`src/hdl/spt_pkg.sv`:
```
// Constants shared by the parallel slave port and its synchroniser
package spt_pkg;

    // Register byte offsets on the AXI4-Lite bus
    localparam logic [7:0] SPT_CTRL_OFS = 8'h00;  // Control and status
    localparam logic [7:0] SPT_DATA_OFS = 8'h04;  // Port data latches
    localparam logic [7:0] SPT_ISTAT_OFS = 8'h08; // Sticky event bits
    localparam logic [7:0] SPT_IMASK_OFS = 8'h0C; // Event mask
    localparam logic [7:0] SPT_CFG_OFS = 8'h10;   // Pin configuration

    // Control and status field positions
    localparam int SPT_IBF_BIT = 7;  // Input full flag
    localparam int SPT_OBF_BIT = 6;  // Output full flag
    localparam int SPT_OVR_BIT = 5;  // Input overrun flag
    localparam int SPT_MODE_BIT = 4; // Slave port mode select

    // Pin configuration field positions
    localparam int SPT_DIR_LSB = 0;  // Control pin direction, 3 bits
    localparam int SPT_ANA_LSB = 4;  // Analog pin select bits, 3 bits
    localparam int SPT_INTMEM_BIT = 7; // Running from internal memory

    // Event bit positions in the status and mask registers
    localparam int SPT_EV_RX = 0;    // Byte received from outside
    localparam int SPT_EV_TX = 1;    // Output byte read by outside
    localparam int SPT_EV_OVR = 2;   // Overrun on receive

    // Reset values
    localparam logic [7:0] SPT_CTRL_RST = 8'h00;  // Mode off, flags clear
    localparam logic [7:0] SPT_CFG_RST = 8'h87;   // Inputs, analog, internal
    localparam logic [2:0] SPT_IMASK_RST = 3'h0;  // All events masked

    // Pin group widths and synchroniser width
    localparam int SPT_DW = 8;       // Data port width
    localparam int SPT_SYNC_W = 11;  // Data plus three strobes

    // AXI response codes
    localparam logic [1:0] SPT_RESP_OKAY = 2'h0;   // Normal access
    localparam logic [1:0] SPT_RESP_SLVERR = 2'h2; // Unmapped address

endpackage : spt_pkg

```
`src/hdl/spt_sync.sv`:
```
// Two flip-flop synchroniser for the asynchronous port pins
`timescale 1ns/1ps
module spt_sync
    import spt_pkg::*;
#(
    parameter int W = SPT_SYNC_W  // Number of bits synchronised
) (
    input wire logic clk,         // Device clock
    input wire logic rst,         // Asynchronous reset, active high
    input wire logic [W-1:0] d,   // Asynchronous pin levels
    output logic [W-1:0] q        // Levels in the clock domain
);

    // Both stages held in one state word
    typedef struct packed {
        logic [W-1:0] s1;  // First stage, read only by the second
        logic [W-1:0] s2;  // Second stage, safe to use
    } spt_sync_t;

    spt_sync_t st_r;   // Current stages
    spt_sync_t st_nxt; // Next stages

    // Shift the pin levels through two stages
    always_comb begin
        st_nxt = st_r;
        st_nxt.s1 = d;
        st_nxt.s2 = st_r.s1;
    end

    // Register the stages; strobes idle high after reset
    always_ff @(posedge clk or posedge rst) begin
        if (rst) begin
            st_r <= '1;
        end else begin
            st_r <= st_nxt;
        end
    end

    assign q = st_r.s2;

endmodule : spt_sync

```
`src/hdl/spt_port.sv`:
```
// Parallel slave port with AXI4-Lite register access
`timescale 1ns/1ps
module spt_port
    import spt_pkg::*;
(
    input wire logic REF_CLK,           // Device clock, 40 MHz
    input wire logic RST,               // Asynchronous reset, active high
    // AXI4-Lite slave
    input wire logic [7:0] AWADDR,      // Write address
    input wire logic AWVALID,           // Write address valid
    output logic AWREADY,               // Write address ready
    input wire logic [31:0] WDATA,      // Write data
    input wire logic [3:0] WSTRB,       // Write byte strobes
    input wire logic WVALID,            // Write data valid
    output logic WREADY,                // Write data ready
    output logic [1:0] BRESP,           // Write response
    output logic BVALID,                // Write response valid
    input wire logic BREADY,            // Write response ready
    input wire logic [7:0] ARADDR,      // Read address
    input wire logic ARVALID,           // Read address valid
    output logic ARREADY,               // Read address ready
    output logic [31:0] RDATA,          // Read data
    output logic [1:0] RRESP,           // Read response
    output logic RVALID,                // Read data valid
    input wire logic RREADY,            // Read data ready
    // External microprocessor side
    input wire logic RD_N,              // Read strobe, active low
    input wire logic WR_N,              // Write strobe, active low
    input wire logic CS_N,              // Chip select, active low
    input wire logic [7:0] DATA_I,      // Data pin levels
    output logic [7:0] DATA_O,          // Data pin drive value
    output logic DATA_OE,               // Data pin drive enable
    // General-purpose port logic sharing the data pins
    input wire logic [7:0] GPIO_DO,     // General-purpose drive value
    input wire logic GPIO_OE,           // General-purpose drive enable
    output logic SLAVE_ACTIVE,          // Slave port owns the pins
    output logic TTL_SEL,               // TTL thresholds on control pins
    output logic IRQ                    // Interrupt, active high level
);

    // Whole state of the block
    typedef struct packed {
        logic mode;            // Slave port mode select
        logic input_full_flag;             // Input full flag
        logic output_full_flag;             // Output full flag
        logic ovr;             // Input overrun flag
        logic [2:0] dir;       // Control pin direction bits
        logic [2:0] ana;       // Analog pin select bits
        logic intmem;          // Running from internal program memory
        logic act;             // Slave port in effect
        logic [7:0] in_lat;    // Byte written by the outside
        logic [7:0] out_lat;   // Byte for the outside to read
        logic oe;              // Data pins driven by the slave port
        logic wr_prev;         // Write access seen last cycle
        logic rd_prev;         // Read access seen last cycle
        logic [2:0] istat;     // Sticky event bits
        logic [2:0] imask;     // Event mask
        logic aw_full;         // Write address held
        logic [7:0] aw_addr;   // Held write address
        logic w_full;          // Write data held
        logic [7:0] w_data;    // Held write data, low lane
        logic w_lane;          // Low byte strobe of held data
        logic bvalid;          // Write response pending
        logic [1:0] bresp;     // Write response code
        logic rvalid;          // Read data pending
        logic [7:0] rdata;     // Read data, low lane
        logic [1:0] rresp;     // Read response code
    } spt_state_t;

    spt_state_t st_r;    // Current state
    spt_state_t st_nxt;  // Next state

    logic [SPT_SYNC_W-1:0] pin_s; // Synchronised pins
    logic cs_lo;        // Chip select seen low
    logic wr_lo;        // Write strobe seen low
    logic rd_lo;        // Read strobe seen low
    logic [7:0] data_s; // Synchronised data pins
    logic wr_det;       // Write access in progress
    logic rd_det;       // Read access in progress
    logic wr_evt;       // First cycle of a write access
    logic rd_evt;       // First cycle of a read access
    logic do_wr;        // Register write performed this cycle
    logic cpu_drd;      // CPU reads the data register
    logic cpu_dwr;      // CPU writes the data register
    logic ctrl_wr;      // CPU writes the control register
    logic [7:0] ctrl_v; // Control register read value

    // Address decode shared by reads and writes
    function automatic logic spt_mapped(input logic [7:0] a);
        spt_mapped = (a == SPT_CTRL_OFS) || (a == SPT_DATA_OFS) ||
                     (a == SPT_ISTAT_OFS) || (a == SPT_IMASK_OFS) ||
                     (a == SPT_CFG_OFS);
    endfunction : spt_mapped

    // Strobes and data cross into the clock domain
    spt_sync #(
        .W(SPT_SYNC_W)
    ) u_sync (
        .clk(REF_CLK),
        .rst(RST),
        .d({CS_N, WR_N, RD_N, DATA_I}),
        .q(pin_s)
    );

    assign cs_lo = ~pin_s[10];
    assign wr_lo = ~pin_s[9];
    assign rd_lo = ~pin_s[8];
    assign data_s = pin_s[7:0];

    // Access detection on the synchronised strobes
    assign wr_det = st_r.act & cs_lo & wr_lo;
    assign rd_det = st_r.act & cs_lo & rd_lo;
    assign wr_evt = wr_det & ~st_r.wr_prev;
    assign rd_evt = rd_det & ~st_r.rd_prev;

    // Bus handshakes
    assign do_wr = st_r.aw_full & st_r.w_full & ~st_r.bvalid;
    assign cpu_dwr = do_wr & st_r.w_lane & (st_r.aw_addr == SPT_DATA_OFS);
    assign ctrl_wr = do_wr & st_r.w_lane & (st_r.aw_addr == SPT_CTRL_OFS);
    assign cpu_drd = ARVALID & ~st_r.rvalid & (ARADDR == SPT_DATA_OFS);

    // Control value; low nibble is unimplemented
    always_comb begin
        ctrl_v = 8'h00;
        ctrl_v[SPT_IBF_BIT] = st_r.input_full_flag;
        ctrl_v[SPT_OBF_BIT] = st_r.output_full_flag;
        ctrl_v[SPT_OVR_BIT] = st_r.ovr;
        ctrl_v[SPT_MODE_BIT] = st_r.mode;
    end

    // Next-state logic for the port, flags and bus slave
    always_comb begin
        st_nxt = st_r;
        // Port in effect only when every enable condition holds
        st_nxt.act = st_r.mode & (&st_r.dir)
                     & (&st_r.ana) & st_r.intmem;
        st_nxt.wr_prev = wr_det;
        st_nxt.rd_prev = rd_det;
        // Drive data pins only during a read window
        st_nxt.oe = rd_det;

        // Write address channel
        if (AWVALID && !st_r.aw_full && !st_r.bvalid) begin
            st_nxt.aw_full = 1'b1;
            st_nxt.aw_addr = AWADDR;
        end
        // Write data channel
        if (WVALID && !st_r.w_full && !st_r.bvalid) begin
            st_nxt.w_full = 1'b1;
            st_nxt.w_data = WDATA[7:0];
            st_nxt.w_lane = WSTRB[0];
        end
        // Perform the write once address and data are both held
        if (do_wr) begin
            st_nxt.aw_full = 1'b0;
            st_nxt.w_full = 1'b0;
            st_nxt.bvalid = 1'b1;
            st_nxt.bresp = spt_mapped(st_r.aw_addr) ? SPT_RESP_OKAY
                                                    : SPT_RESP_SLVERR;
            if (st_r.w_lane) begin
                case (st_r.aw_addr)
                    SPT_CTRL_OFS: begin
                        // Mode bit; clearing it returns general use
                        st_nxt.mode = st_r.w_data[SPT_MODE_BIT];
                        // Overrun cleared by writing zero
                        if (!st_r.w_data[SPT_OVR_BIT]) begin
                            st_nxt.ovr = 1'b0;
                        end
                    end
                    SPT_DATA_OFS: begin
                        // Load the byte the outside will read
                        st_nxt.out_lat = st_r.w_data;
                        if (st_r.act) begin
                            st_nxt.output_full_flag = 1'b1;
                        end
                    end
                    SPT_ISTAT_OFS: begin
                        // Write one to clear
                        st_nxt.istat = st_r.istat & ~st_r.w_data[2:0];
                    end
                    SPT_IMASK_OFS: begin
                        st_nxt.imask = st_r.w_data[2:0];
                    end
                    SPT_CFG_OFS: begin
                        st_nxt.dir = st_r.w_data[SPT_DIR_LSB +: 3];
                        st_nxt.ana = st_r.w_data[SPT_ANA_LSB +: 3];
                        st_nxt.intmem = st_r.w_data[SPT_INTMEM_BIT];
                    end
                    default: begin
                        st_nxt.mode = st_r.mode;
                    end
                endcase
            end
        end
        if (st_r.bvalid && BREADY) begin
            st_nxt.bvalid = 1'b0;
        end

        // Read channel
        if (ARVALID && !st_r.rvalid) begin
            st_nxt.rvalid = 1'b1;
            st_nxt.rresp = spt_mapped(ARADDR) ? SPT_RESP_OKAY
                                              : SPT_RESP_SLVERR;
            case (ARADDR)
                SPT_CTRL_OFS: st_nxt.rdata = ctrl_v;
                SPT_DATA_OFS: st_nxt.rdata = st_r.in_lat;
                SPT_ISTAT_OFS: st_nxt.rdata = {5'h00, st_r.istat};
                SPT_IMASK_OFS: st_nxt.rdata = {5'h00, st_r.imask};
                SPT_CFG_OFS: st_nxt.rdata = {st_r.intmem, st_r.ana,
                                             1'b0, st_r.dir};
                default: st_nxt.rdata = 8'h00;
            endcase
        end else if (st_r.rvalid && RREADY) begin
            st_nxt.rvalid = 1'b0;
        end

        // CPU read of the data register empties the input latch
        if (cpu_drd) begin
            st_nxt.input_full_flag = 1'b0;
        end
        // Outside read empties the output latch; CPU load wins
        if (rd_evt && !cpu_dwr) begin
            st_nxt.output_full_flag = 1'b0;
        end
        if (rd_evt) begin
            st_nxt.istat[SPT_EV_TX] = 1'b1;
        end
        // Outside write fills the input latch; set beats clear
        if (wr_evt) begin
            st_nxt.in_lat = data_s;
            st_nxt.input_full_flag = 1'b1;
            st_nxt.istat[SPT_EV_RX] = 1'b1;
            if (st_r.input_full_flag) begin
                st_nxt.ovr = 1'b1;
                st_nxt.istat[SPT_EV_OVR] = 1'b1;
            end
        end
    end

    // State register
    always_ff @(posedge REF_CLK or posedge RST) begin
        if (RST) begin
            st_r <= '0;
            st_r.mode <= SPT_CTRL_RST[SPT_MODE_BIT];
            st_r.dir <= SPT_CFG_RST[SPT_DIR_LSB +: 3];
            st_r.ana <= SPT_CFG_RST[SPT_ANA_LSB +: 3];
            st_r.intmem <= SPT_CFG_RST[SPT_INTMEM_BIT];
            st_r.imask <= SPT_IMASK_RST;
        end else begin
            st_r <= st_nxt;
        end
    end

    // Bus outputs
    assign AWREADY = ~st_r.aw_full & ~st_r.bvalid;
    assign WREADY = ~st_r.w_full & ~st_r.bvalid;
    assign BVALID = st_r.bvalid;
    assign BRESP = st_r.bresp;
    assign ARREADY = ~st_r.rvalid;
    assign RVALID = st_r.rvalid;
    assign RRESP = st_r.rresp;
    assign RDATA = {24'h000000, st_r.rdata};

    // Pin ownership: slave port or general-purpose logic
    assign DATA_O = st_r.act ? st_r.out_lat : GPIO_DO;
    assign DATA_OE = st_r.act ? st_r.oe : GPIO_OE;
    assign SLAVE_ACTIVE = st_r.act;
    assign TTL_SEL = st_r.act;
    assign IRQ = |(st_r.istat & st_r.imask);
endmodule : spt_port

```
`config.mk`:
```
export PLATFORM = sky130hd
export DESIGN_NAME = spt_port
export DESIGN_NICKNAME = d
export VERILOG_FILES = /design/src/hdl/spt_pkg.sv /design/src/hdl/spt_sync.sv /design/src/hdl/spt_port.sv
export SDC_FILE = /design/constraint.sdc
export NUM_CORES = 1
export LEC_CHECK = 0
export BUFFER_PORTS_ARGS = -buffer_cell sky130_fd_sc_hd__buf_2
export CORE_MARGIN = 8
export CORE_UTILIZATION = 45
export DETAILED_ROUTE_END_ITERATION = 10
export GPL_TIMING_DRIVEN = 1
export PLACE_DENSITY = 0.84
export SLEW_MARGIN = 20
export SYNTH_ARGS = -nofsm -noshare
export SYNTH_HDL_FRONTEND = slang
export SYNTH_HIERARCHICAL = 1
export SYNTH_SLANG_ARGS = --single-unit
```
`constraint.sdc`:
```
create_clock -name REF_CLK -period 2.7 [get_ports REF_CLK]
set_clock_uncertainty 0.2 [all_clocks]
set_input_delay 0 -clock REF_CLK [delete_from_list [all_inputs] [get_ports REF_CLK]]
set_output_delay 0 -clock REF_CLK [all_outputs]
set_load 0.02 [all_outputs]
```
==> out/qor.csv <==
metric,value,unit
core,8260,sq um
worst_pin_slew,0.709,ns
async_flop_share,100,%
synth_mux_area_share,17.2,%
crit_path_end_kind,flip-flop,
cts_made_buffers,9,
hold_ws,0.0255,ns
wire_per_inst,15.9,microns
fmax,0.369,GHz
wl_met1,3440,microns
grt_pass1_wl,13700,microns
vias,2641,
globalplace.congestion,0.810,
post-place-ws,-0.0288,ns
dieWidth,108,microns
wl_met2,4240,microns
insertion_delay,0.35,ns
outcome,finished with violations,
grt_max_degree,34,
die_area,11800,sq um
maxSlewHeadroom,52.7,%
synth_top_family_by_area,multiplexers,
std_cell_rows,33,
setup_viol,5,
route.met3.wl,597,microns
ctsHtreeMaxLevel,3,
p_switching,0.983,mW
ant_nets,0,
gr-total-overflow,0,
area.growth.synth_to_final,27.3,%
ctsRootBufferMaster,clkbuf_8,
syn_area,3840,sq um
p_leak,2.34,nW
dp_hpwl,6050,microns
tritoncts_num_sinks,89,
violations,negative setup slack,
diodes,0,
path_max_fanout,5,
powerDensity,659,nW/um^2
ys_seq_elements,89,
drc,0,
switching_share,30.5,%
hold_class,primary input to flip-flop,
yosysUniqueCellTypes,40,
rsz0062_at_grt,yes,
fp.dieH,108,microns
clk_pin_slew_worst_paths,0.09,ns
finalWirelength,8430,microns
synth_compound_area_share,6.77,%
cts_tree,yes,
cp_data_required_time,2.74,ns
highest_layer,met4,
grt_antenna_before_repair,0,
synth-xor-area-share,0,%
synth_cells,293,
grt_usage,14.8,%
setup_ws,-0.00794,ns
cp-start-kind,flip-flop,
clk_path_buf_depth,2,
worstSetupPathType,flip-flop to flip-flop,
instances_no_fill,529,
fillers,652,
synth_flop_cell,dfrtp_1,
final_util,59.2,%
synth_seq_area_share,58.8,%
ys_warn_count,6,
worst_ir_drop_vdd,0.430,mV
seqPwrFrac,55.1,%
min_period_over_period,100,%
maxSlewViolCount,0,
nNetsFinal,498,
p_clk_share,24.5,%
drtPass1Iterations,4,
maxCapViolCount,0,
min_period,2.71,ns
grt_pass1_vias,2786,
finalHoldViolCount,0,
synthSimpleGateAreaFrac,8.37,%
power_frac_comb,20.4,%
drt-initial-drc-count,110,
layout-drive-gt1-share,45.8,%
synth-edff-count,0,
pin_count,132,
start_util,46.5,%
place_inst,465,
synthAdderAreaFrac,0,%
arrival,2.75,ns
port_buffers,78,
syn_area_per_cell,13.1,sq um
via_per_inst,4.99,
power.internal,2.24,mW
per-stage QoR:
stage / TNS (ns) / power, mW / cell area (sq um)
detailed placement: -0.191 / 2.39 / 4210
global placement: 0 / 2.34 / 4210
CTS: -0.0166 / 3.23 / 4860
global route: -0.350 / 3.40 / 4890
floorplan: 0 / 2.20 / 3940
finish: -0.0242 / 3.22 / 4890
power groups by stage:
stage               Sequential, mW  Clock, mW  Combinational [mW]
finish                        1.78      0.791               0.657
global route                  1.81      0.871               0.719
CTS                           1.76      0.811               0.653
detailed placement            1.79          0               0.601
global placement              1.76          0               0.578
floorplan                     1.71          0               0.489
cell usage in the layout (no fill, tap or decap), types with 2 or more instances in the layout:
cell type       n
buf_2          78
dfrtp_1        63
mux2_2         47
dlygate4sd3_1  45
conb_1         26
dfstp_2        26
nand2_1        18
o21ai_0        12
nor2_1         10
buf_4          10
clkbuf_8        9
mux2_4          8
a22o_1          7
inv_1           5
a22oi_1         4
nor3_1          4
a21o_1          4
nand4_1         3
nand2b_1        2
nand3_1         2
nor2b_1         2
nor4_1          2
and2_1          2
nor3b_1         2
or4_4           2
a21oi_1         2
a32oi_1         2
clkinvlp_4      2
clkinv_2        2
buf_6           2
cell usage after synthesis, drive strengths merged (2+ instances only):
cell,number,share of area [%]
nor4,3,0.49
nand4,3,0.49
nand3,2,0.26
a22oi,4,0.78
mux2,55,17
nand2,18,1.8
nand2b,2,0.33
nor3b,2,0.39
nand4bb,2,0.59
a21o,4,0.78
nor2b,3,0.49
a21oi,2,0.26
buf,38,7.5
dfstp,26,18
a22o,7,1.6
or4,2,0.59
and2,2,0.33
nor2,10,0.98
inv,6,0.59
a32oi,2,0.46
nor3,4,0.52
clkbuf,7,0.68
dfrtp,63,41
o21ai,12,1.6
routing by layer:
layer	vias up	global-route usage (%)
met5	-	0
met2	96	25.2
li1	1227	-
met4	0	6.35
met1	1302	17.4
met3	16	3.93
worst paths after layout:
path	slack (ns)	cells past startpoint	start	to
max in group asynchronous	1.01	5	RST	st_r[65]
worst max register to register	-0.008	5	st_r[25]	st_r[46]
worst min-delay path	0.03	4	ARADDR[2]	RDATA[3]
worst max-delay path	-0.008	5	st_r[25]	st_r[46]
min in group asynchronous	0.50	3	RST	u_sync/q[10]
worst min register to register	0.16	0	u_sync/st_nxt[9]	u_sync/q[9]
cell families after synthesis:
| logic type | Yosys count |
|---|---|
| buffers and inverters | 51 |
| other | 1 |
| flip-flops | 89 |
| AO/OA/AOI/OAI | 37 |
| multiplexers | 56 |
| AND/OR/NAND/NOR | 59 |
cell type report:
| class | instances | area (sq um) | area share (%) |
|---|---|---|---|
| flip-flops and latches | 89 | 2260 | 46.2 |
| multi-input cells | 178 | 1370 | 28.0 |
| repair buffers | 135 | 938 | 19.2 |
| well taps | 105 | 131 | 2.69 |
| clock buffers | 10 | 128 | 2.61 |
| clock inverters | 6 | 42.5 | 0.870 |
| inverters | 6 | 22.5 | 0.461 |
critical path, stage by stage, from the launching register on:
cell	delay (ns)
dfrtp_1	0.39
or4_4	0.54
or4_4	0.50
or4b_4	0.52
buf_6	0.16
mux2_4	0.29
sequential cells by signal, indices dropped and copies added, names as in the netlist, 4 cells and up:
name and count:
u_sync/st_nxt 11, st_r 50, u_sync/q 11, RDATA 8
ctrl_v 4
timing repair:
item | 4_1_cts | 5_1_grt
hold endpoints to repair | 126 | 0
setup endpoints to repair | 8 | 13
gates resized for setup | 4 | 4
gates cloned | 1 | 0
hold buffers | 45 | 0
setup buffers | 1 | 1
(Power assumes the default switching activity.)
